===== src/hdl/bbm_pkg.sv =====
// Contract
// RULE_01: Over-temperature alarm halts calibration and charging
// RULE_02: Discharge-stop alarm halts only calibration
// RULE_03: Status word is read only
// RULE_04: Calibration-active reads one during calibration
// RULE_05: Calibration-done sticky, cleared by reset, pin3
// RULE_06: Backup-active shows backup mode
// RULE_07: Pin-level bits show live pin levels
// RULE_08: Charge-fault shows charger fault
// RULE_09: Undervolt fault sets below threshold, pin2
// RULE_10: Undervolt fault clears by shutdown or command
// RULE_11: Calibration-fault set on early fault end
// RULE_12: Charge phase encodes off/pre/bulk/topoff
// RULE_13: Charge-hold flag mirrors charger hold flag
// RULE_14: Control word is write only
// RULE_15: Calibration-start begins calibration, self-clears
// RULE_16: Calibration-reset clears flags, stops calibration
// RULE_17: Output-enable drives pin, else high impedance
// RULE_18: Enables default one when address strap half-ref
// RULE_19: Output-value drives pin when override clear
// RULE_20: Override drives inverted status signal
// RULE_21: Fault-clear command clears undervolt fault
// RULE_22: Commands self-clear the cycle after action
package bbm_pkg;
  // ==========================================================
  // Status word bit positions
  localparam int ST_CAL_ACTIVE   = 0;
  localparam int ST_CAL_DONE     = 1;
  localparam int ST_BACKUP       = 2;
  localparam int ST_PIN1         = 3;
  localparam int ST_PIN2         = 4;
  localparam int ST_PIN3         = 5;
  localparam int ST_CHG_FAULT    = 6;
  localparam int ST_UV_FAULT     = 7;
  localparam int ST_CAL_FAULT    = 8;
  localparam int ST_PHASE_LOW    = 9;
  localparam int ST_PHASE_HIGH   = 10;
  localparam int ST_CHG_HOLD     = 11;
  // ==========================================================
  // Control word bit positions
  localparam int CT_CAL_START    = 0;
  localparam int CT_CAL_RESET    = 1;
  localparam int CT_EN_BASE      = 2;
  localparam int CT_OUT_BASE     = 5;
  localparam int CT_OVR_BASE     = 8;
  localparam int CT_FULL_RESET   = 11;
  localparam int CT_UV_CLEAR     = 12;
  // ==========================================================
  // Alarm word bit positions
  localparam int AL_OVER_TEMP    = 12;
  localparam int AL_DIS_STOP     = 11;
  // ==========================================================
  localparam int          NPINS    = 3;
  localparam logic [15:0] WORD_ZERO = 16'h0000;
  localparam logic [2:0]  PINS_ZERO = 3'h0;
  localparam logic [2:0]  PINS_ONES = 3'h7;
  // Calibration state, Gray coded
  typedef enum logic [1:0] {
    BBM_CAL_IDLE = 2'b00,
    BBM_CAL_RUN  = 2'b01,
    BBM_CAL_END  = 2'b11
  } bbm_cal_t;
endpackage : bbm_pkg


===== src/hdl/bbm_status_control.sv =====
`timescale 1ns/1ns
module bbm_status_control
  import bbm_pkg::*;
(
  input  wire logic        clk_i,                // 100 MHz
  input  wire logic        rst_i,                // Sync, active high
  input  wire logic        ce_i,                 // Clock enable
  input  wire logic [15:0] wr_data_i,            // Write data from protocol engine
  input  wire logic        ctrl_wr_i,            // Control word write strobe
  input  wire logic        alarm_wr_i,           // Alarm word write strobe
  output logic      [15:0] status_o,             // Status word read data
  output logic      [15:0] ctrl_rd_o,            // Control word read data
  input  wire logic        cal_finish_i,         // Calibration finished normally
  input  wire logic        cal_abort_fault_i,    // Calibration ended by fault
  output logic             cal_discharge_o,      // Calibration discharge running
  output logic             charge_halt_o,        // Halt charge pulse
  input  wire logic        backup_active_i,      // Backup mode
  input  wire logic        charge_fault_i,       // Charger fault
  input  wire logic        cell_low_i,           // Cell below discharge threshold
  input  wire logic        output_supply_ok_i,   // Output supply present
  input  wire logic        shutdown_pin_i,       // Shutdown pin level
  input  wire logic        address_select_half_i,// Strap at half reference
  input  wire logic [1:0]  charge_phase_i,       // Charger phase
  input  wire logic        charge_hold_i,        // Charger hold flag
  input  wire logic [2:0]  general_pin_i,        // Pin levels
  output logic      [2:0]  general_pin_o,        // Pin drive values
  output logic      [2:0]  general_pin_oe_n_o    // Low while driving
);
  // ==========================================================
  // State
  typedef struct packed {
    bbm_cal_t    cal;
    logic        cal_done;
    logic        cal_fault;
    logic        uv_fault;
    logic        halt;
    logic [2:0]  en;
    logic [2:0]  outv;
    logic [2:0]  ovr;
    logic [2:0]  pin_s1;
    logic [2:0]  pin_s2;
    logic [6:0]  in_s1;
    logic [6:0]  in_s2;
    logic        shutdown_pin_d;
    logic        strap_take;
    logic [2:0]  drive;
    logic [15:0] status;
  } bbm_state_t;

  bbm_state_t st;       // Registered state
  bbm_state_t next_st;  // Next state

  logic [2:0] stat_sig; // Status signals for override
  logic       shutdown_pin_s;
  logic       cell_s;
  logic       output_supply_s;
  logic       bkup_s;
  logic       cflt_s;
  logic       strap_s;  // Synchronised address strap
  logic       sync_ok;  // Both sync stages hold real samples

  assign shutdown_pin_s  = st.in_s2[0];
  assign cell_s  = st.in_s2[1];
  assign output_supply_s = st.in_s2[2];
  assign bkup_s  = st.in_s2[3];
  assign cflt_s  = st.in_s2[4];
  assign strap_s = st.in_s2[5];
  assign sync_ok = st.in_s2[6];

  // ==========================================================
  // Next-state logic
  always_comb begin
    next_st = st;
    // Pins arrive unsynchronised; two stages before any use
    next_st.pin_s1 = general_pin_i;
    next_st.pin_s2 = st.pin_s1;
    // Top bit is a constant one: it reaches stage two with the first real samples
    next_st.in_s1  = {1'b1, address_select_half_i, charge_fault_i, backup_active_i,
                      output_supply_ok_i, cell_low_i, shutdown_pin_i};
    next_st.in_s2  = st.in_s1;
    next_st.shutdown_pin_d = shutdown_pin_s;
    next_st.halt   = 1'b0;
    // Strap caught once after reset release, only after it is synchronised
    if (st.strap_take && sync_ok) begin
      next_st.strap_take = 1'b0;
      next_st.en = strap_s ? PINS_ONES : PINS_ZERO; // [RULE_18]
    end
    // Calibration sequencing
    case (st.cal)
      BBM_CAL_IDLE: begin
        if (ctrl_wr_i && wr_data_i[CT_CAL_START]) begin
          next_st.cal = BBM_CAL_RUN; // [RULE_15]
        end
      end
      BBM_CAL_RUN: begin
        if (cal_abort_fault_i) begin
          next_st.cal_fault = 1'b1; // [RULE_11]
          next_st.cal       = BBM_CAL_END;
        end else if (cal_finish_i) begin
          next_st.cal_done = 1'b1; // [RULE_05]
          next_st.cal      = BBM_CAL_END;
        end
      end
      BBM_CAL_END: begin
        next_st.cal = BBM_CAL_IDLE;
      end
      default: begin
        next_st.cal = BBM_CAL_IDLE;
      end
    endcase
    // Alarms: over-temp stops both, discharge-stop only calibration
    if (alarm_wr_i && (wr_data_i[AL_OVER_TEMP] || wr_data_i[AL_DIS_STOP])) begin
      // Next state, so a start landing in the same cycle is stopped too
      if (next_st.cal == BBM_CAL_RUN) begin
        next_st.cal = BBM_CAL_IDLE; // [RULE_01] [RULE_02]
      end
      next_st.halt = wr_data_i[AL_OVER_TEMP]; // [RULE_01]
    end
    // Control word write; commands act now, nothing is held
    if (ctrl_wr_i) begin
      next_st.en   = wr_data_i[CT_EN_BASE +: NPINS];
      next_st.outv = wr_data_i[CT_OUT_BASE +: NPINS];
      next_st.ovr  = wr_data_i[CT_OVR_BASE +: NPINS];
      next_st.strap_take = 1'b0;
      if (wr_data_i[CT_CAL_RESET]) begin
        // Reset dominates a start in the same word
        next_st.cal       = BBM_CAL_IDLE; // [RULE_16] [RULE_22]
        next_st.cal_done  = 1'b0;
        next_st.cal_fault = 1'b0;
      end
    end
    // Undervolt fault: set wins over every clear
    // Supply read only through its synchroniser, never raw
    if ((ctrl_wr_i && output_supply_s &&
         (wr_data_i[CT_UV_CLEAR] || wr_data_i[CT_FULL_RESET])) ||
        (st.shutdown_pin_d && !shutdown_pin_s)) begin
      next_st.uv_fault = 1'b0; // [RULE_10] [RULE_21]
    end
    if (cell_s) begin
      next_st.uv_fault = 1'b1; // [RULE_09]
    end
    // Status word registered
    next_st.status = WORD_ZERO; // [RULE_03]
    next_st.status[ST_CAL_ACTIVE] = (st.cal == BBM_CAL_RUN); // [RULE_04]
    next_st.status[ST_CAL_DONE]   = st.cal_done;
    next_st.status[ST_BACKUP]     = bkup_s; // [RULE_06]
    next_st.status[ST_PIN1]       = st.pin_s2[0]; // [RULE_07]
    next_st.status[ST_PIN2]       = st.pin_s2[1];
    next_st.status[ST_PIN3]       = st.pin_s2[2];
    next_st.status[ST_CHG_FAULT]  = cflt_s; // [RULE_08]
    next_st.status[ST_UV_FAULT]   = st.uv_fault;
    next_st.status[ST_CAL_FAULT]  = st.cal_fault;
    next_st.status[ST_PHASE_LOW]  = charge_phase_i[0]; // [RULE_12]
    next_st.status[ST_PHASE_HIGH] = charge_phase_i[1];
    next_st.status[ST_CHG_HOLD]   = charge_hold_i; // [RULE_13]
    // Pin drive values
    for (int i = 0; i < NPINS; i++) begin
      next_st.drive[i] = st.ovr[i] ? ~stat_sig[i] : st.outv[i]; // [RULE_19] [RULE_20]
    end
  end

  // Override sources: charging, undervolt, calibration done
  assign stat_sig = {st.cal_done, st.uv_fault, |charge_phase_i};

  // ==========================================================
  // State register
  always_ff @(posedge clk_i) begin
    if (rst_i) begin
      st            <= '0;
      st.cal        <= BBM_CAL_IDLE;
      st.strap_take <= 1'b1;
    end else if (ce_i) begin
      st <= next_st;
    end
  end

  // ==========================================================
  // Outputs
  assign status_o           = st.status;
  assign ctrl_rd_o          = WORD_ZERO; // [RULE_14]
  assign cal_discharge_o    = (st.cal == BBM_CAL_RUN);
  assign charge_halt_o      = st.halt;
  assign general_pin_o      = st.drive;
  assign general_pin_oe_n_o = ~st.en; // [RULE_17]

  // ==========================================================
  // Assertions
  property p_cal_start;
    @(posedge clk_i) disable iff (rst_i)
      (ce_i && st.cal == BBM_CAL_IDLE && ctrl_wr_i && wr_data_i[CT_CAL_START]
       && !wr_data_i[CT_CAL_RESET] && !alarm_wr_i) |=> cal_discharge_o;
  endproperty
  a_cal_start: assert property (p_cal_start) else $error("start missed"); // [RULE_15]

  property p_cal_reset;
    @(posedge clk_i) disable iff (rst_i)
      (ce_i && ctrl_wr_i && wr_data_i[CT_CAL_RESET]) |=>
        (!cal_discharge_o && !st.cal_done && !st.cal_fault);
  endproperty
  a_cal_reset: assert property (p_cal_reset) else $error("reset missed"); // [RULE_16]

  property p_over_temp;
    @(posedge clk_i) disable iff (rst_i)
      (ce_i && alarm_wr_i && wr_data_i[AL_OVER_TEMP]) |=> (charge_halt_o && !cal_discharge_o);
  endproperty
  a_over_temp: assert property (p_over_temp) else $error("alarm ignored"); // [RULE_01]

  property p_dis_stop;
    @(posedge clk_i) disable iff (rst_i)
      (ce_i && alarm_wr_i && wr_data_i[AL_DIS_STOP] && !wr_data_i[AL_OVER_TEMP])
        |=> (!charge_halt_o && !cal_discharge_o);
  endproperty
  a_dis_stop: assert property (p_dis_stop) else $error("discharge alarm"); // [RULE_02]

  property p_uv_set;
    @(posedge clk_i) disable iff (rst_i)
      (ce_i && cell_s) |=> st.uv_fault;
  endproperty
  a_uv_set: assert property (p_uv_set) else $error("uv not set"); // [RULE_09]

  property p_uv_hold;
    @(posedge clk_i) disable iff (rst_i)
      (ce_i && st.uv_fault && !ctrl_wr_i && !(st.shutdown_pin_d && !shutdown_pin_s)) |=> st.uv_fault;
  endproperty
  a_uv_hold: assert property (p_uv_hold) else $error("uv lost"); // [RULE_10]

  property p_pin_level;
    @(posedge clk_i) disable iff (rst_i)
      ce_i |=> (status_o[ST_PIN1] == $past(st.pin_s2[0]));
  endproperty
  a_pin_level: assert property (p_pin_level) else $error("pin level"); // [RULE_07]

  property p_ctrl_zero;
    @(posedge clk_i) disable iff (rst_i)
      ctrl_rd_o == WORD_ZERO && status_o[15:12] == 4'h0;
  endproperty
  a_ctrl_zero: assert property (p_ctrl_zero) else $error("read value"); // [RULE_14]

  property p_oe;
    @(posedge clk_i) disable iff (rst_i)
      (ce_i && ctrl_wr_i) |=> (general_pin_oe_n_o == ~$past(wr_data_i[CT_EN_BASE +: NPINS]));
  endproperty
  a_oe: assert property (p_oe) else $error("enable wrong"); // [RULE_17]

  // Strap default lands once the strap has cleared both sync stages
  property p_strap;
    @(posedge clk_i) disable iff (rst_i)
      (ce_i && st.strap_take && sync_ok && !ctrl_wr_i)
        |=> (general_pin_oe_n_o == ($past(strap_s) ? PINS_ZERO : PINS_ONES));
  endproperty
  a_strap: assert property (p_strap) else $error("strap default"); // [RULE_18]

  // Active bit trails the run state by the status register stage
  property p_cal_active;
    @(posedge clk_i) disable iff (rst_i)
      ce_i |=> (status_o[ST_CAL_ACTIVE] == $past(cal_discharge_o));
  endproperty
  a_cal_active: assert property (p_cal_active) else $error("active bit"); // [RULE_04]

  // Normal finish marks done unless a reset shares the cycle
  property p_cal_done_set;
    @(posedge clk_i) disable iff (rst_i)
      (ce_i && st.cal == BBM_CAL_RUN && cal_finish_i && !cal_abort_fault_i
       && !(ctrl_wr_i && wr_data_i[CT_CAL_RESET])) |=> st.cal_done;
  endproperty
  a_cal_done_set: assert property (p_cal_done_set) else $error("done not set"); // [RULE_05]

  // Done is sticky; only the reset command drops it
  property p_cal_done_hold;
    @(posedge clk_i) disable iff (rst_i)
      (ce_i && st.cal_done && !(ctrl_wr_i && wr_data_i[CT_CAL_RESET])) |=> st.cal_done;
  endproperty
  a_cal_done_hold: assert property (p_cal_done_hold) else $error("done lost"); // [RULE_05]

  // Early fault end marks the fault bit
  property p_cal_fault_set;
    @(posedge clk_i) disable iff (rst_i)
      (ce_i && st.cal == BBM_CAL_RUN && cal_abort_fault_i
       && !(ctrl_wr_i && wr_data_i[CT_CAL_RESET])) |=> st.cal_fault;
  endproperty
  a_cal_fault_set: assert property (p_cal_fault_set) else $error("fault not set"); // [RULE_11]

  // Backup bit follows the synchronised mode level
  property p_backup;
    @(posedge clk_i) disable iff (rst_i)
      ce_i |=> (status_o[ST_BACKUP] == $past(bkup_s));
  endproperty
  a_backup: assert property (p_backup) else $error("backup bit"); // [RULE_06]

  // Charge fault bit follows the synchronised fault level
  property p_chg_fault;
    @(posedge clk_i) disable iff (rst_i)
      ce_i |=> (status_o[ST_CHG_FAULT] == $past(cflt_s));
  endproperty
  a_chg_fault: assert property (p_chg_fault) else $error("charge fault bit"); // [RULE_08]

  // Phase bits keep their order, high bit on top
  property p_phase;
    @(posedge clk_i) disable iff (rst_i)
      ce_i |=> (status_o[ST_PHASE_HIGH:ST_PHASE_LOW] == $past(charge_phase_i));
  endproperty
  a_phase: assert property (p_phase) else $error("phase bits"); // [RULE_12]

  // Hold flag is a plain copy of the charger flag
  property p_hold;
    @(posedge clk_i) disable iff (rst_i)
      ce_i |=> (status_o[ST_CHG_HOLD] == $past(charge_hold_i));
  endproperty
  a_hold: assert property (p_hold) else $error("hold flag"); // [RULE_13]

  // With no override every pin shows its value bit
  property p_value;
    @(posedge clk_i) disable iff (rst_i)
      (ce_i && st.ovr == PINS_ZERO) |=> (general_pin_o == $past(st.outv));
  endproperty
  a_value: assert property (p_value) else $error("pin value"); // [RULE_19]

  // Third pin override shows done inverted
  property p_ovr_done;
    @(posedge clk_i) disable iff (rst_i)
      (ce_i && st.ovr[2]) |=> (general_pin_o[2] == !$past(st.cal_done));
  endproperty
  a_ovr_done: assert property (p_ovr_done) else $error("pin3 override"); // [RULE_20]

  // Second pin override shows the undervolt fault inverted
  property p_ovr_uv;
    @(posedge clk_i) disable iff (rst_i)
      (ce_i && st.ovr[1]) |=> (general_pin_o[1] == !$past(st.uv_fault));
  endproperty
  a_ovr_uv: assert property (p_ovr_uv) else $error("pin2 override"); // [RULE_09]

  // Clear command with supply back drops the fault when the cell is fine
  property p_uv_clear;
    @(posedge clk_i) disable iff (rst_i)
      (ce_i && ctrl_wr_i && wr_data_i[CT_UV_CLEAR] && output_supply_s && !cell_s)
        |=> !st.uv_fault;
  endproperty
  a_uv_clear: assert property (p_uv_clear) else $error("uv not cleared"); // [RULE_21]

  // Halt is a single pulse; a repeated alarm gives a fresh one
  property p_halt_pulse;
    @(posedge clk_i) disable iff (rst_i)
      (ce_i && charge_halt_o && !(alarm_wr_i && wr_data_i[AL_OVER_TEMP])) |=> !charge_halt_o;
  endproperty
  a_halt_pulse: assert property (p_halt_pulse) else $error("halt stuck"); // [RULE_22]
endmodule : bbm_status_control


===== config.mk =====
export PLATFORM = sky130hd
export DESIGN_NAME = bbm_status_control
export DESIGN_NICKNAME = d
export VERILOG_FILES = /design/src/hdl/bbm_pkg.sv /design/src/hdl/bbm_status_control.sv
export SDC_FILE = /design/constraint.sdc
export NUM_CORES = 1
export LEC_CHECK = 0
export BUFFER_PORTS_ARGS = -buffer_cell sky130_fd_sc_hd__buf_2
export CAP_MARGIN = 15
export CORE_MARGIN = 10
export CORE_UTILIZATION = 45
export CTS_BUF_LIST = sky130_fd_sc_hd__clkbuf_8
export DETAILED_ROUTE_END_ITERATION = 10
export GPL_ROUTABILITY_DRIVEN = 0
export PLACE_DENSITY = 0.72
export SETUP_SLACK_MARGIN = 0.2
export SLEW_MARGIN = 30
export SYNTH_ARGS = -nofsm -noshare
export SYNTH_HDL_FRONTEND = slang
export SYNTH_SLANG_ARGS = --single-unit

===== constraint.sdc =====
create_clock -name clk_i -period 2 [get_ports clk_i]
set_clock_uncertainty 0.05 [all_clocks]
set_input_delay 0.1 -clock clk_i [delete_from_list [all_inputs] [get_ports clk_i]]
set_output_delay 0.1 -clock clk_i [all_outputs]
set_load 0.01 [all_outputs]

**Word-level counts from Yosys, hierarchy flattened**

Index checks and enable logic that the tools add are counted.

- Flip-flop bits (word level): 52
- Input port bits: 35
- Logic and storage cells: 60
- Output and inout port bits: 40

- Reductions and logical operators: 16
- Equality and inequality tests: 2
- Bitwise operators: 4
- Multiplexer cells: 22

Operators with widths:

| kind | number |
|---|---|
| $mux 1 | 10 |
| $mux 2 | 5 |
| $mux 3 | 3 |
| $mux 9 | 1 |
| $mux 4 | 2 |
| $logic_and 1x1->1 | 6 |
| $reduce_and 2->1 | 3 |
| $eq 2x1->1 const B | 2 |
| $pmux 2 s2 | 1 |
| $reduce_bool 2->1 | 2 |
| $not 1->1 | 3 |
| $not 3->3 | 1 |
| $logic_not 2->1 | 1 |
| $logic_or 1x1->1 | 2 |
| $reduce_or 2->1 | 1 |
| $logic_not 1->1 | 1 |

**Longest topological paths before layout**

Gate-level depths: netlist of run 1.

- Word-level depth: 8
- Mapped depth: 5

**Least setup slack after synthesis of run 1**

Ideal clock, no wire load.

- Path kind: reg2reg
- From: reg st[54] (netlist bit)
- To: reg st[54] (netlist bit)
- Setup slack: 0.925 ns
- Period minus slack after synthesis: 1.075 ns
- Setup time: 0.088 ns
- Arrival: 0.937 ns
- Cell stages (with the launch flop): 5
- Cell sequence: dfxtp_1 nor2b_1 clkbuf_4 o211ai_1 a311oi_2

- Elaborated cells between the ends (all ways): 11

RTL lines:

| what | RTL line | text |
|---|---|---|
| start: declaration | bbm_status_control.sv:50 | `bbm_state_t st;` |
| start signal: assignment | bbm_status_control.sv:173 | `st <= next_st;` |
| $eq 2x1->1 (*) | - |  |
| named net cal_discharge_o | bbm_status_control.sv:15 | `output logic cal_discharge_o,` |
| $pmux 2 s2 (*) | bbm_status_control.sv:89 | `case (st.cal)` |
| $eq 2x1->1 | bbm_status_control.sv:114 | `if (next_st.cal == BBM_CAL_RUN) begin` |
| $mux 2 | bbm_status_control.sv:114 |  |
| $mux 2 (*) | bbm_status_control.sv:112 | `if (alarm_wr_i && (wr_data_i[AL_OVER_TEMP] \|\| wr_data_i[AL_DIS_STOP])) begin` |
| $mux 4 | bbm_status_control.sv:125 | `if (wr_data_i[CT_CAL_RESET]) begin` |
| $mux 4 (*) | bbm_status_control.sv:120 | `if (ctrl_wr_i) begin` |

Mark *: on every way through the listed nets, which the timed path passes. The rest lies on a longest branch.
A chain may end at the register's enable or synchronous reset.

**Worst setup path after layout of run 1**

- From: reg st[54] (netlist bit)
- To: out cal_discharge_o

- Word-level cells in the longest chain between the ends: 1

RTL lines:

| what | RTL line | text |
|---|---|---|
| $eq 2x1->1 | bbm_status_control.sv:181 | `assign cal_discharge_o = (st.cal == BBM_CAL_RUN);` |
| end: declaration | bbm_status_control.sv:15 |  |

Every way passes these cells.

==> reports/results.tsv, run 1 <==
metric	value	unit
cp-end-kind	output port	
synthesis.area_per_instance	9.59	um2
netlist-cell-type-count	32	
crit_start	st[54]	
syn2layout_area_growth	13.4	%
setup_ws_post_layout	0.622	ns
grt_start_max_net_pins	53	
drv_cap	0	
clock_tree.htree_level_count	2	
ys_async_sr_fraction	0	%
post-route-cell-area	0.00261	mm2
hold_viol	0	
worst_ep_required_time	1.85	ns
max_slew_margin	65.3	%
global_route_wire_length_before_repair	7.96	mm
path_class	flip-flop to output port	
power_per_cell_area	746	mW/mm2
cts-root-buf	sky130_fd_sc_hd__clkbuf_8	
cell_row_count	25	
setup-violations-final	0	
placed_area	0.00236	mm2
rrSetupSlack	0.67	ns
post_drt_wl_per_cell	12.7	um
min_path_type	input port to flip-flop	
setup_tns	0	ns
multiInputGateArea	935	um2
reg2reg_from	st[54]	
vias	1582	
preCtsSetupSlack	0.647	ns
grt_setup_unrepaired	false	
yosys.cell_count.top_type	sky130_fd_sc_hd__dfxtp_1	
grt_antenna_before_repair	0	
fin_hold_ws	0.0112	ns
yosys_warnings	0	
detail_route.vias_per_cell	4.49	
ios	75	
wirelength	4.47	mm
n_antenna_cell	0	
syn-instance-count	240	
design.die.area	0.00837	mm2
effective_utilization_at_floorplan	47.5	%
cts-hold-fix-buffers	15	
synth_enable_flop_cells	0	
cp-endpoint	cal_discharge_o	
cts.sink_count	52	
grtUsageTotal	11.1	%
die_height	91.5	um
drt_iter0_markers	41	
reg2regPathDepth	3	
ctsLongestPathBuffers	2	
synth_top_area_share	45.2	%
worst_setup_start_kind	flip-flop	
synth.cells.most_frequent	52 x sky130_fd_sc_hd__dfxtp_1, 39 x sky130_fd_sc_hd__nor2_1, 38 x sky130_fd_sc_hd__buf_4, 38 x sky130_fd_sc_hd__mux2i_1, 15 x sky130_fd_sc_hd__nand2_1	
critical_path_arrival	1.23	ns
final_period_minus_worst_setup_slack	1.38	ns
netlist_area	0.00230	mm2
synth_top_area_cell	sky130_fd_sc_hd__dfxtp_1	
ys_seq_area_share	45.2	%
clkSlewWorstSetupHoldPaths	0.08	ns
ant_nets	0	
drtPass1Iterations	4	
globalRouteOverflowTotal	0	
post-cts-setup-buffer-count	0	
post_cts.resized_instances	0	
grt_pass1_vias	1693	
num-nets-final	320	
tritoncts	yes	
clock_insertion_delay_worst_skew	0.29	ns
fill_cells	454	
crit_path_max_fanout	6	
post_route_cells_drive_above_1_share	22.5	%
drc	0	
power.total	1950	uW
status	completed	
tightest_slew	0.521	ns
synth_top_flop_cell	sky130_fd_sc_hd__dfxtp_1	
r2r-end	st[54]	
synth.area.top_cells	sky130_fd_sc_hd__dfxtp_1 45%, sky130_fd_sc_hd__mux2i_1 17%, sky130_fd_sc_hd__buf_4 12%	
irDropWorstVdd	395	uV
chipWidth	91.5	um
hold_path.startpoint	wr_data_i[9]	
numPortBuffers	51	
timing.fmax	726	MHz
layout_worst_path_cycle_share	68.9	%
core_area	0.00485	mm2
cts_made_buffers	5	
postSynthRegisterBits	52	
power_leakage	0.00120	uW
hpwl	3.18	mm
whs_path_depth	3	
finalMaxSlewViolations	0	
final-seq-area	0.00104	mm2
[cells by family (layout without fill, tap and decap cells)]
logic type	after synthesis	after routing	share of synthesized area (%)
AO/OA/AOI/OAI	30	30	9.41
multiplexers	38	38	16.5
flip-flops	52	52	45.2
other	1	20	0.163
AND/OR/NAND/NOR	63	63	11.4
buffers and inverters	56	82	17.2
[critical path, cell delays in order, from the launching register on]
cell and delay, ns:
sky130_fd_sc_hd__dfxtp_1 0.35, sky130_fd_sc_hd__nor2b_1 0.38, sky130_fd_sc_hd__buf_2 0.22
[state kept, by name, summed over array words and instances (netlist names)]
register,flops
next_st,17
st,15
status_o,12
general_pin_o,3
bkup_s,1
cell_s,1
cflt_s,1
charge_halt_o,1
output_supply_s,1
[cell usage in the layout, fill, tap and decap left out, types with 2 or more instances in the layout]
cell / instances
sky130_fd_sc_hd__a211oi_1: 4
sky130_fd_sc_hd__a21o_1: 2
sky130_fd_sc_hd__a21oi_1: 12
sky130_fd_sc_hd__a311oi_1: 3
sky130_fd_sc_hd__buf_2: 51
sky130_fd_sc_hd__buf_4: 4
sky130_fd_sc_hd__clkbuf_8: 7
sky130_fd_sc_hd__conb_1: 20
sky130_fd_sc_hd__dfxtp_1: 52
sky130_fd_sc_hd__dlygate4sd3_1: 15
sky130_fd_sc_hd__inv_1: 5
sky130_fd_sc_hd__mux2i_1: 38
sky130_fd_sc_hd__nand2_1: 15
sky130_fd_sc_hd__nand2b_1: 2
sky130_fd_sc_hd__nor2_1: 39
sky130_fd_sc_hd__o2111ai_1: 2
[routing by layer]
layer,global-route usage [%],wire length (um),vias to the layer above
met4,2.74,26,0
met5,0,0,-
met1,13.0,1980,697
li1,-,-,835
met3,5.02,417,4
met2,18.0,2050,46
[worst min path at each step]
stage | endpoint | slack, ns
CTS | next_st[35] | 0.003
floorplan | next_st[1] | 0.13
finish | st[42] | 0.01
global placement | next_st[1] | 0.28
detailed placement | next_st[1] | 0.28
global route | status_o[10] | 0.008
[metrics by stage]
stage / utilization, % / std cells
final: 53.8 / 352
after global routing: 53.8 / 352
after CTS: 53.8 / 352
after detailed placement: 48.7 / 330
after global placement: 48.7 / 330
after floorplan: - / 259
[power by group]
part           switching [uW]  internal [uW]  leakage (uW)
Clock                     300            308     0.0000503
Sequential               21.4           1080      0.000425
Combinational             128            110      0.000724
[final cells by class]
| type | instances | area share, % |
|---|---|---|
| clock buffers | 7 | 3.69 |
| inverters | 5 | 0.719 |
| multi-input cells | 151 | 35.8 |
| flip-flops and latches | 52 | 39.9 |
| well taps | 67 | 3.21 |
| repair buffers | 70 | 16.7 |
No activity file was read; power rests on OpenSTA's default activity.
==> inputs of run 2 (changes only) <==
Settings changed: ABC_AREA from default to 1.
Clock period 2 ns to 1.3 ns, I/O delays scaled along.
==> run 2 against run 1 <==
  * Setup slack worse by 0.34 ns
  * Sequential share of layout area down 1.2 points
  * First-iteration DRC count up 90%
  * Combinational power increased by 93%
  * Clock power rose by 56%
  * Flip-flop and latch count is the same
  * Highest routed layer unchanged
==> reports/results.tsv, run 2 <==
metric	value	unit
detail_route.vias_per_cell	4.46	
num-nets-final	385	
post-cts-setup-buffer-count	0	
rrSetupSlack	0.31	ns
path_class	flip-flop to output port	
synth_top_area_share	45.1	%
min_delay_worst_endpoint	st[54]	
netlist-cell-type-count	24	
setup_tns	0	ns
irDropWorstVdd	642	uV
post_synth_and_or_nand_nor_area_fraction	18.7	%
post_drt_wl_per_cell	11.8	um
cts_made_buffers	5	
hpwl	3.60	mm
power_leakage	0.00126	uW
largest_family_of_logic_cells_by_synthesized_area	buffers and inverters	
cell_row_count	26	
grtUsageTotal	11.9	%
r2r-end	st[54]	
core_area	0.00504	mm2
synth.area.top_cells	sky130_fd_sc_hd__dfxtp_1 45%, sky130_fd_sc_hd__buf_4 12%, sky130_fd_sc_hd__nor2_1 12%	
synth_top_area_cell	sky130_fd_sc_hd__dfxtp_1	
critical-path-top-cell-by-count	sky130_fd_sc_hd__inv_2	
clkSlewWorstSetupHoldPaths	0.09	ns
final_period_minus_worst_setup_slack	1.02	ns
fill_cells	508	
worst_setup_start_kind	flip-flop	
syn-instance-count	299	
drt_iter0_markers	78	
min_path_type	input port to flip-flop	
globalRouteOverflowTotal	0	
netlist_area	0.00231	mm2
drc	0	
grt_start_max_net_pins	38	
chipWidth	91.6	um
finalMaxSlewViolations	0	
global_route_wire_length_before_repair	8.45	mm
yosys_warnings	0	
syn2layout_area_growth	16.9	%
preCtsSetupSlack	0.186	ns
whs_path_depth	4	
worst_ep_required_time	1.19	ns
synth_xor_xnor_area_share	0	%
layout_worst_path_cycle_share	78.7	%
post_synth_fa_ha_maj_area_fraction	0	%
cts-root-buf	sky130_fd_sc_hd__clkbuf_8	
multiplexer_fraction_of_the_synthesized_cell_area	0	%
complex_gate_fraction_of_the_synthesized_area	16.0	%
power_per_cell_area	1160	mW/mm2
synth_enable_flop_cells	0	
vias	1876	
n_antenna_cell	0	
crit_path_max_fanout	3	
grt_pass1_vias	1829	
drv_cap	0	
mostFrequentLayoutCells	71 x sky130_fd_sc_hd__nor2_1, 50 x sky130_fd_sc_hd__dfxtp_1, 50 x sky130_fd_sc_hd__buf_2	
post_route_cells_drive_above_1_share	23.4	%
setup-violations-final	0	
effective_utilization_at_floorplan	45.8	%
drtPass1Iterations	4	
layout_commonest_cell	sky130_fd_sc_hd__nor2_1	
cp_slowest_stage_delay	0.34	ns
reg2reg_from	st[55]	
hold_path.startpoint	rst_i	
ant_nets	0	
ys_async_sr_fraction	0	%
synthesis.area_per_instance	7.72	um2
tritoncts	yes	
critical_path_arrival	0.91	ns
die_height	91.6	um
yosys.cell_count.top_type	sky130_fd_sc_hd__nor2_1	
synth_top_flop_cell	sky130_fd_sc_hd__dfxtp_1	
setup_ws_post_layout	0.277	ns
timing.fmax	977	MHz
largest_register_ff_count	17	
grt_setup_unrepaired	false	
synth.cells.most_frequent	71 x sky130_fd_sc_hd__nor2_1, 52 x sky130_fd_sc_hd__dfxtp_1, 37 x sky130_fd_sc_hd__buf_4, 37 x sky130_fd_sc_hd__o21ai_0, 26 x sky130_fd_sc_hd__nand2_1	
ctsLongestPathBuffers	2	
power.total	3140	uW
postSynthRegisterBits	52	
fin_hold_ws	0.00757	ns
cp_cell_sequence	inv_2, nand2_4, inv_2, buf_6	
numPortBuffers	51	
wirelength	4.97	mm
hold_viol	0	
clock_tree.htree_level_count	2	
design.die.area	0.00839	mm2
status	completed	
grt_antenna_before_repair	0	
ys_seq_area_share	45.1	%
cp-end-kind	output port	
cts.sink_count	52	
reg2regPathDepth	7	
clock_insertion_delay_worst_skew	0.30	ns
slowest_stage	sky130_fd_sc_hd__dfxtp_2	
ios	75	
## run 2: cell families after synthesis
kind of cell | Yosys count
DFF | 52
and+or+nand+nor | 107
buffers and inverters | 73
AOI/OAI and AO/OA | 66
other | 1
## run 2: worst max-delay path, delay by kind of cell (launching register included)
family / cells / cell delay, ns
and+or+nand+nor: 1 / 0.07
DFF: 1 / 0.34
buffers and inverters: 3 / 0.20
## run 2: metrics by stage
| stage | std cells | utilization (%) | instance area (um2) |
|---|---|---|---|
| final | 421 | 53.5 | 2700 |
| after global routing | 421 | 53.5 | 2700 |
| after CTS | 421 | 53.2 | 2680 |
| after detailed placement | 393 | 47.3 | 2380 |
| after global placement | 393 | 47.3 | 2380 |
| after floorplan | 318 | - | 2380 |
## run 2: power breakdown
| part | leakage, uW | switching [uW] | total [uW] | internal, uW |
|---|---|---|---|---|
| Combinational | 0.000789 | 266 | 459 | 194 |
| Clock | 0.0000434 | 516 | 947 | 431 |
| Sequential | 0.000431 | 43.1 | 1740 | 1690 |
| Total | 0.00126 | 824 | 3140 | 2320 |
## run 2: final cells by class
class                           instances  area, um2  area share, %
Sequential cell                        52       1040           38.7
Multi-Input combinational cell        193        883           32.7
Timing Repair Buffer                   75        492           18.2
Inverter                               23       93.8           3.48
Tap cell                               70       87.6           3.25
Clock buffer                            6       82.6           3.06
Clock inverter                          2       15.0          0.557
## run 2: what timing repair did
action / 4_1_cts / 5_1_grt
hold buffers: 20 / 0
pin swaps: 0 / 0
resized for setup: 1 / 6
endpoints found under the hold margin: 24 / 0
endpoints found under the setup margin: 1 / 2
## run 2: metal layers
layer	vias up	global-route usage [%]	wire (um)
li1	987	-	-
met1	840	13.2	2130
met2	43	20.1	2430
met3	6	5.27	347
met4	0	3.52	55
met5	-	0	0
## run 2: worst max path at each step
stage                                 end  cells past startpoint  slack (ns)    from
after detailed placement       next_st[7]                      7        0.19    ce_i
after global placement             st[54]                      7        0.23    ce_i
after floorplan                    st[54]                      7        0.44  st[55]
final                     cal_discharge_o                      4        0.28  st[55]
after global routing      cal_discharge_o                      4        0.21  st[55]
after CTS                 cal_discharge_o                      4        0.23  st[55]
==> inputs of run 3 (changes only) <==
Clock period 1.3 ns to 1.05 ns, I/O delays scaled along.
==> run 3 against run 2 <==
  * The run now ends with negative hold slack left
  * Sequential share of layout area shrank 3.3 points
  * Hold slack lost 0.038 ns
  * Setup slack lost 0.24 ns
  * Final cell count grew 3.8%
  * Register-to-register slack lost 0.19 ns
  * First-iteration DRC count is the same
  * Combinational power grew 54%
  * Cell area grew 13%
  * Largest power group unchanged
  * Largest cell class unchanged
  * Global-route usage grew 0.45 points
  * Sequential power grew 25%
  * Non-clock buffer count grew 16
==> reports/results.tsv, run 3 (synthesized netlist as in run 2, its figures left out) <==
metric	value	unit
status	finished, violations left	
failed_checks	negative hold slack	
power_leakage	0.00140	uW
hold_viol	2	
grt_start_max_net_pins	37	
drt_iter0_markers	78	
multiInputGateArea	911	um2
finish.cell_count_without_fillers	437	
cell_row_count	26	
hpwl	3.47	mm
vias	1932	
clkSlewWorstSetupHoldPaths	0.09	ns
finalMaxSlewViolations	0	
ios	75	
drc	0	
detail_route.vias_per_cell	4.42	
globalRouteOverflowTotal	0	
syn2layout_area_growth	31.7	%
mostFrequentLayoutCells	69 x sky130_fd_sc_hd__nor2_1, 36 x sky130_fd_sc_hd__o21ai_0, 31 x sky130_fd_sc_hd__buf_2	
reg2regPathDepth	7	
drv_cap	0	
power_per_cell_area	1310	mW/mm2
preCtsSetupSlack	0.0479	ns
irDropWorstVdd	784	uV
power.total	3990	uW
grtUsageTotal	12.4	%
critical_path_arrival	0.91	ns
core_area	0.00504	mm2
clock_insertion_delay_worst_skew	0.30	ns
seqPwrFrac	54.5	%
largest_register_ff_count	17	
chipWidth	91.6	um
numPortBuffers	51	
fin_hold_ws	-0.0307	ns
die_height	91.6	um
drtPass1Iterations	4	
placed_cells	398	
grt_pass1_vias	1925	
fill_cells	459	
ant_nets	0	
p_sw_share	26.5	%
global_route_wire_length_before_repair	8.88	mm
cts-root-buf	sky130_fd_sc_hd__clkbuf_8	
final-seq-area	0.00108	mm2
cp-end-kind	output port	
final_period_minus_worst_setup_slack	1.01	ns
worst_ep_required_time	0.95	ns
cp_cell_sequence	inv_2, nand2_4, inv_2, buf_6	
clockPowerShare	27.7	%
slowest_stage	sky130_fd_sc_hd__dfxtp_2	
wirelength	5.09	mm
p_switching	1060	uW
setup_ws_post_layout	0.0413	ns
tritoncts	yes	
crit_path_max_fanout	3	
num-nets-final	401	
post_route_cells_drive_above_1_share	36.0	%
layout_worst_path_cycle_share	96.1	%
design.die.area	0.00839	mm2
min_path_type	input port to flip-flop	
critical-path-top-cell-by-count	sky130_fd_sc_hd__inv_2	
whs_path_depth	4	
cp_slowest_stage_delay	0.34	ns
post_drt_wl_per_cell	11.7	um
effective_utilization_at_floorplan	45.8	%
grt_antenna_before_repair	0	
cts_made_buffers	5	
setup-violations-final	0	
cts.sink_count	52	
ctsLongestPathBuffers	2	
layout_commonest_cell	sky130_fd_sc_hd__nor2_1	
power.combinational.fraction	17.7	%
cellInternalPower	2930	uW
n_antenna_cell	0	
path_class	flip-flop to output port	
worst_setup_start_kind	flip-flop	
clock_tree.htree_level_count	2	
grt_setup_unrepaired	true	
timing.fmax	991	MHz
setup_tns	0	ns
[run 3: cell count changes in the layout (fill, tap and decap cells not counted), sizes merged]
cell         before  now
dlygate4sd3      20   23
buf              55   68
clkinv            0    3
clkbuf            6    5
clkinvlp          2    0
[run 3: final timing paths]
check	from	to	slack [ns]
min reg2reg	st[47]	st[47]	0.41
min	charge_phase_i[0]	general_pin_o[0]	-0.03
max	st[55]	cal_discharge_o	0.04
max reg2reg	st[55]	st[54]	0.12
[run 3: critical path: cells and delay by family (launching register included)]
| family | cells | cell delay (ns) |
|---|---|---|
| flip-flops | 1 | 0.34 |
| buffers and inverters | 3 | 0.20 |
| AND/OR/NAND/NOR | 1 | 0.07 |
[run 3: metal layers]
| layer | up-vias | wire (um) | global-route usage, % |
|---|---|---|---|
| li1 | 1021 | - | - |
| met1 | 850 | 2330 | 15.1 |
| met2 | 52 | 2330 | 19.6 |
| met3 | 9 | 348 | 4.77 |
| met4 | 0 | 81 | 3.92 |
| met5 | - | 0 | 0 |
[run 3: layout make-up]
type | instances | share of cell area, %
clock buffers | 5 | 2.27
clock inverters | 3 | 0.618
inverters | 23 | 3.17
multi-input cells | 193 | 30.0
flip-flops and latches | 52 | 35.4
well taps | 70 | 2.88
repair buffers | 91 | 25.7
[run 3: per-stage QoR]
| stage | cell area, um2 | utilization, % | hold WS [ns] |
|---|---|---|---|
| floorplan | 2390 | - | 0.0716 |
| global placement | 2470 | 49.0 | 0.225 |
| detailed placement | 2470 | 49.0 | 0.231 |
| CTS | 2960 | 58.7 | -0.00861 |
| global route | 3040 | 60.2 | -0.0118 |
| finish | 3040 | 60.2 | -0.0307 |
[run 3: power groups by stage]
stage | logic [uW] | clock network (uW) | registers, uW
after CTS | 676 | 1150 | 2170
after global routing | 800 | 1260 | 2190
final | 707 | 1110 | 2180
after floorplan | 463 | 0 | 2180
after detailed placement | 539 | 0 | 2200
after global placement | 530 | 0 | 2190
[run 3: what timing repair did]
action	CTS	global route
endpoints found under the hold margin	26	2
setup endpoints to repair	29	34
pin swaps	1	4
gates resized for setup	45	19
hold buffers	23	2
buffers inserted	4	4
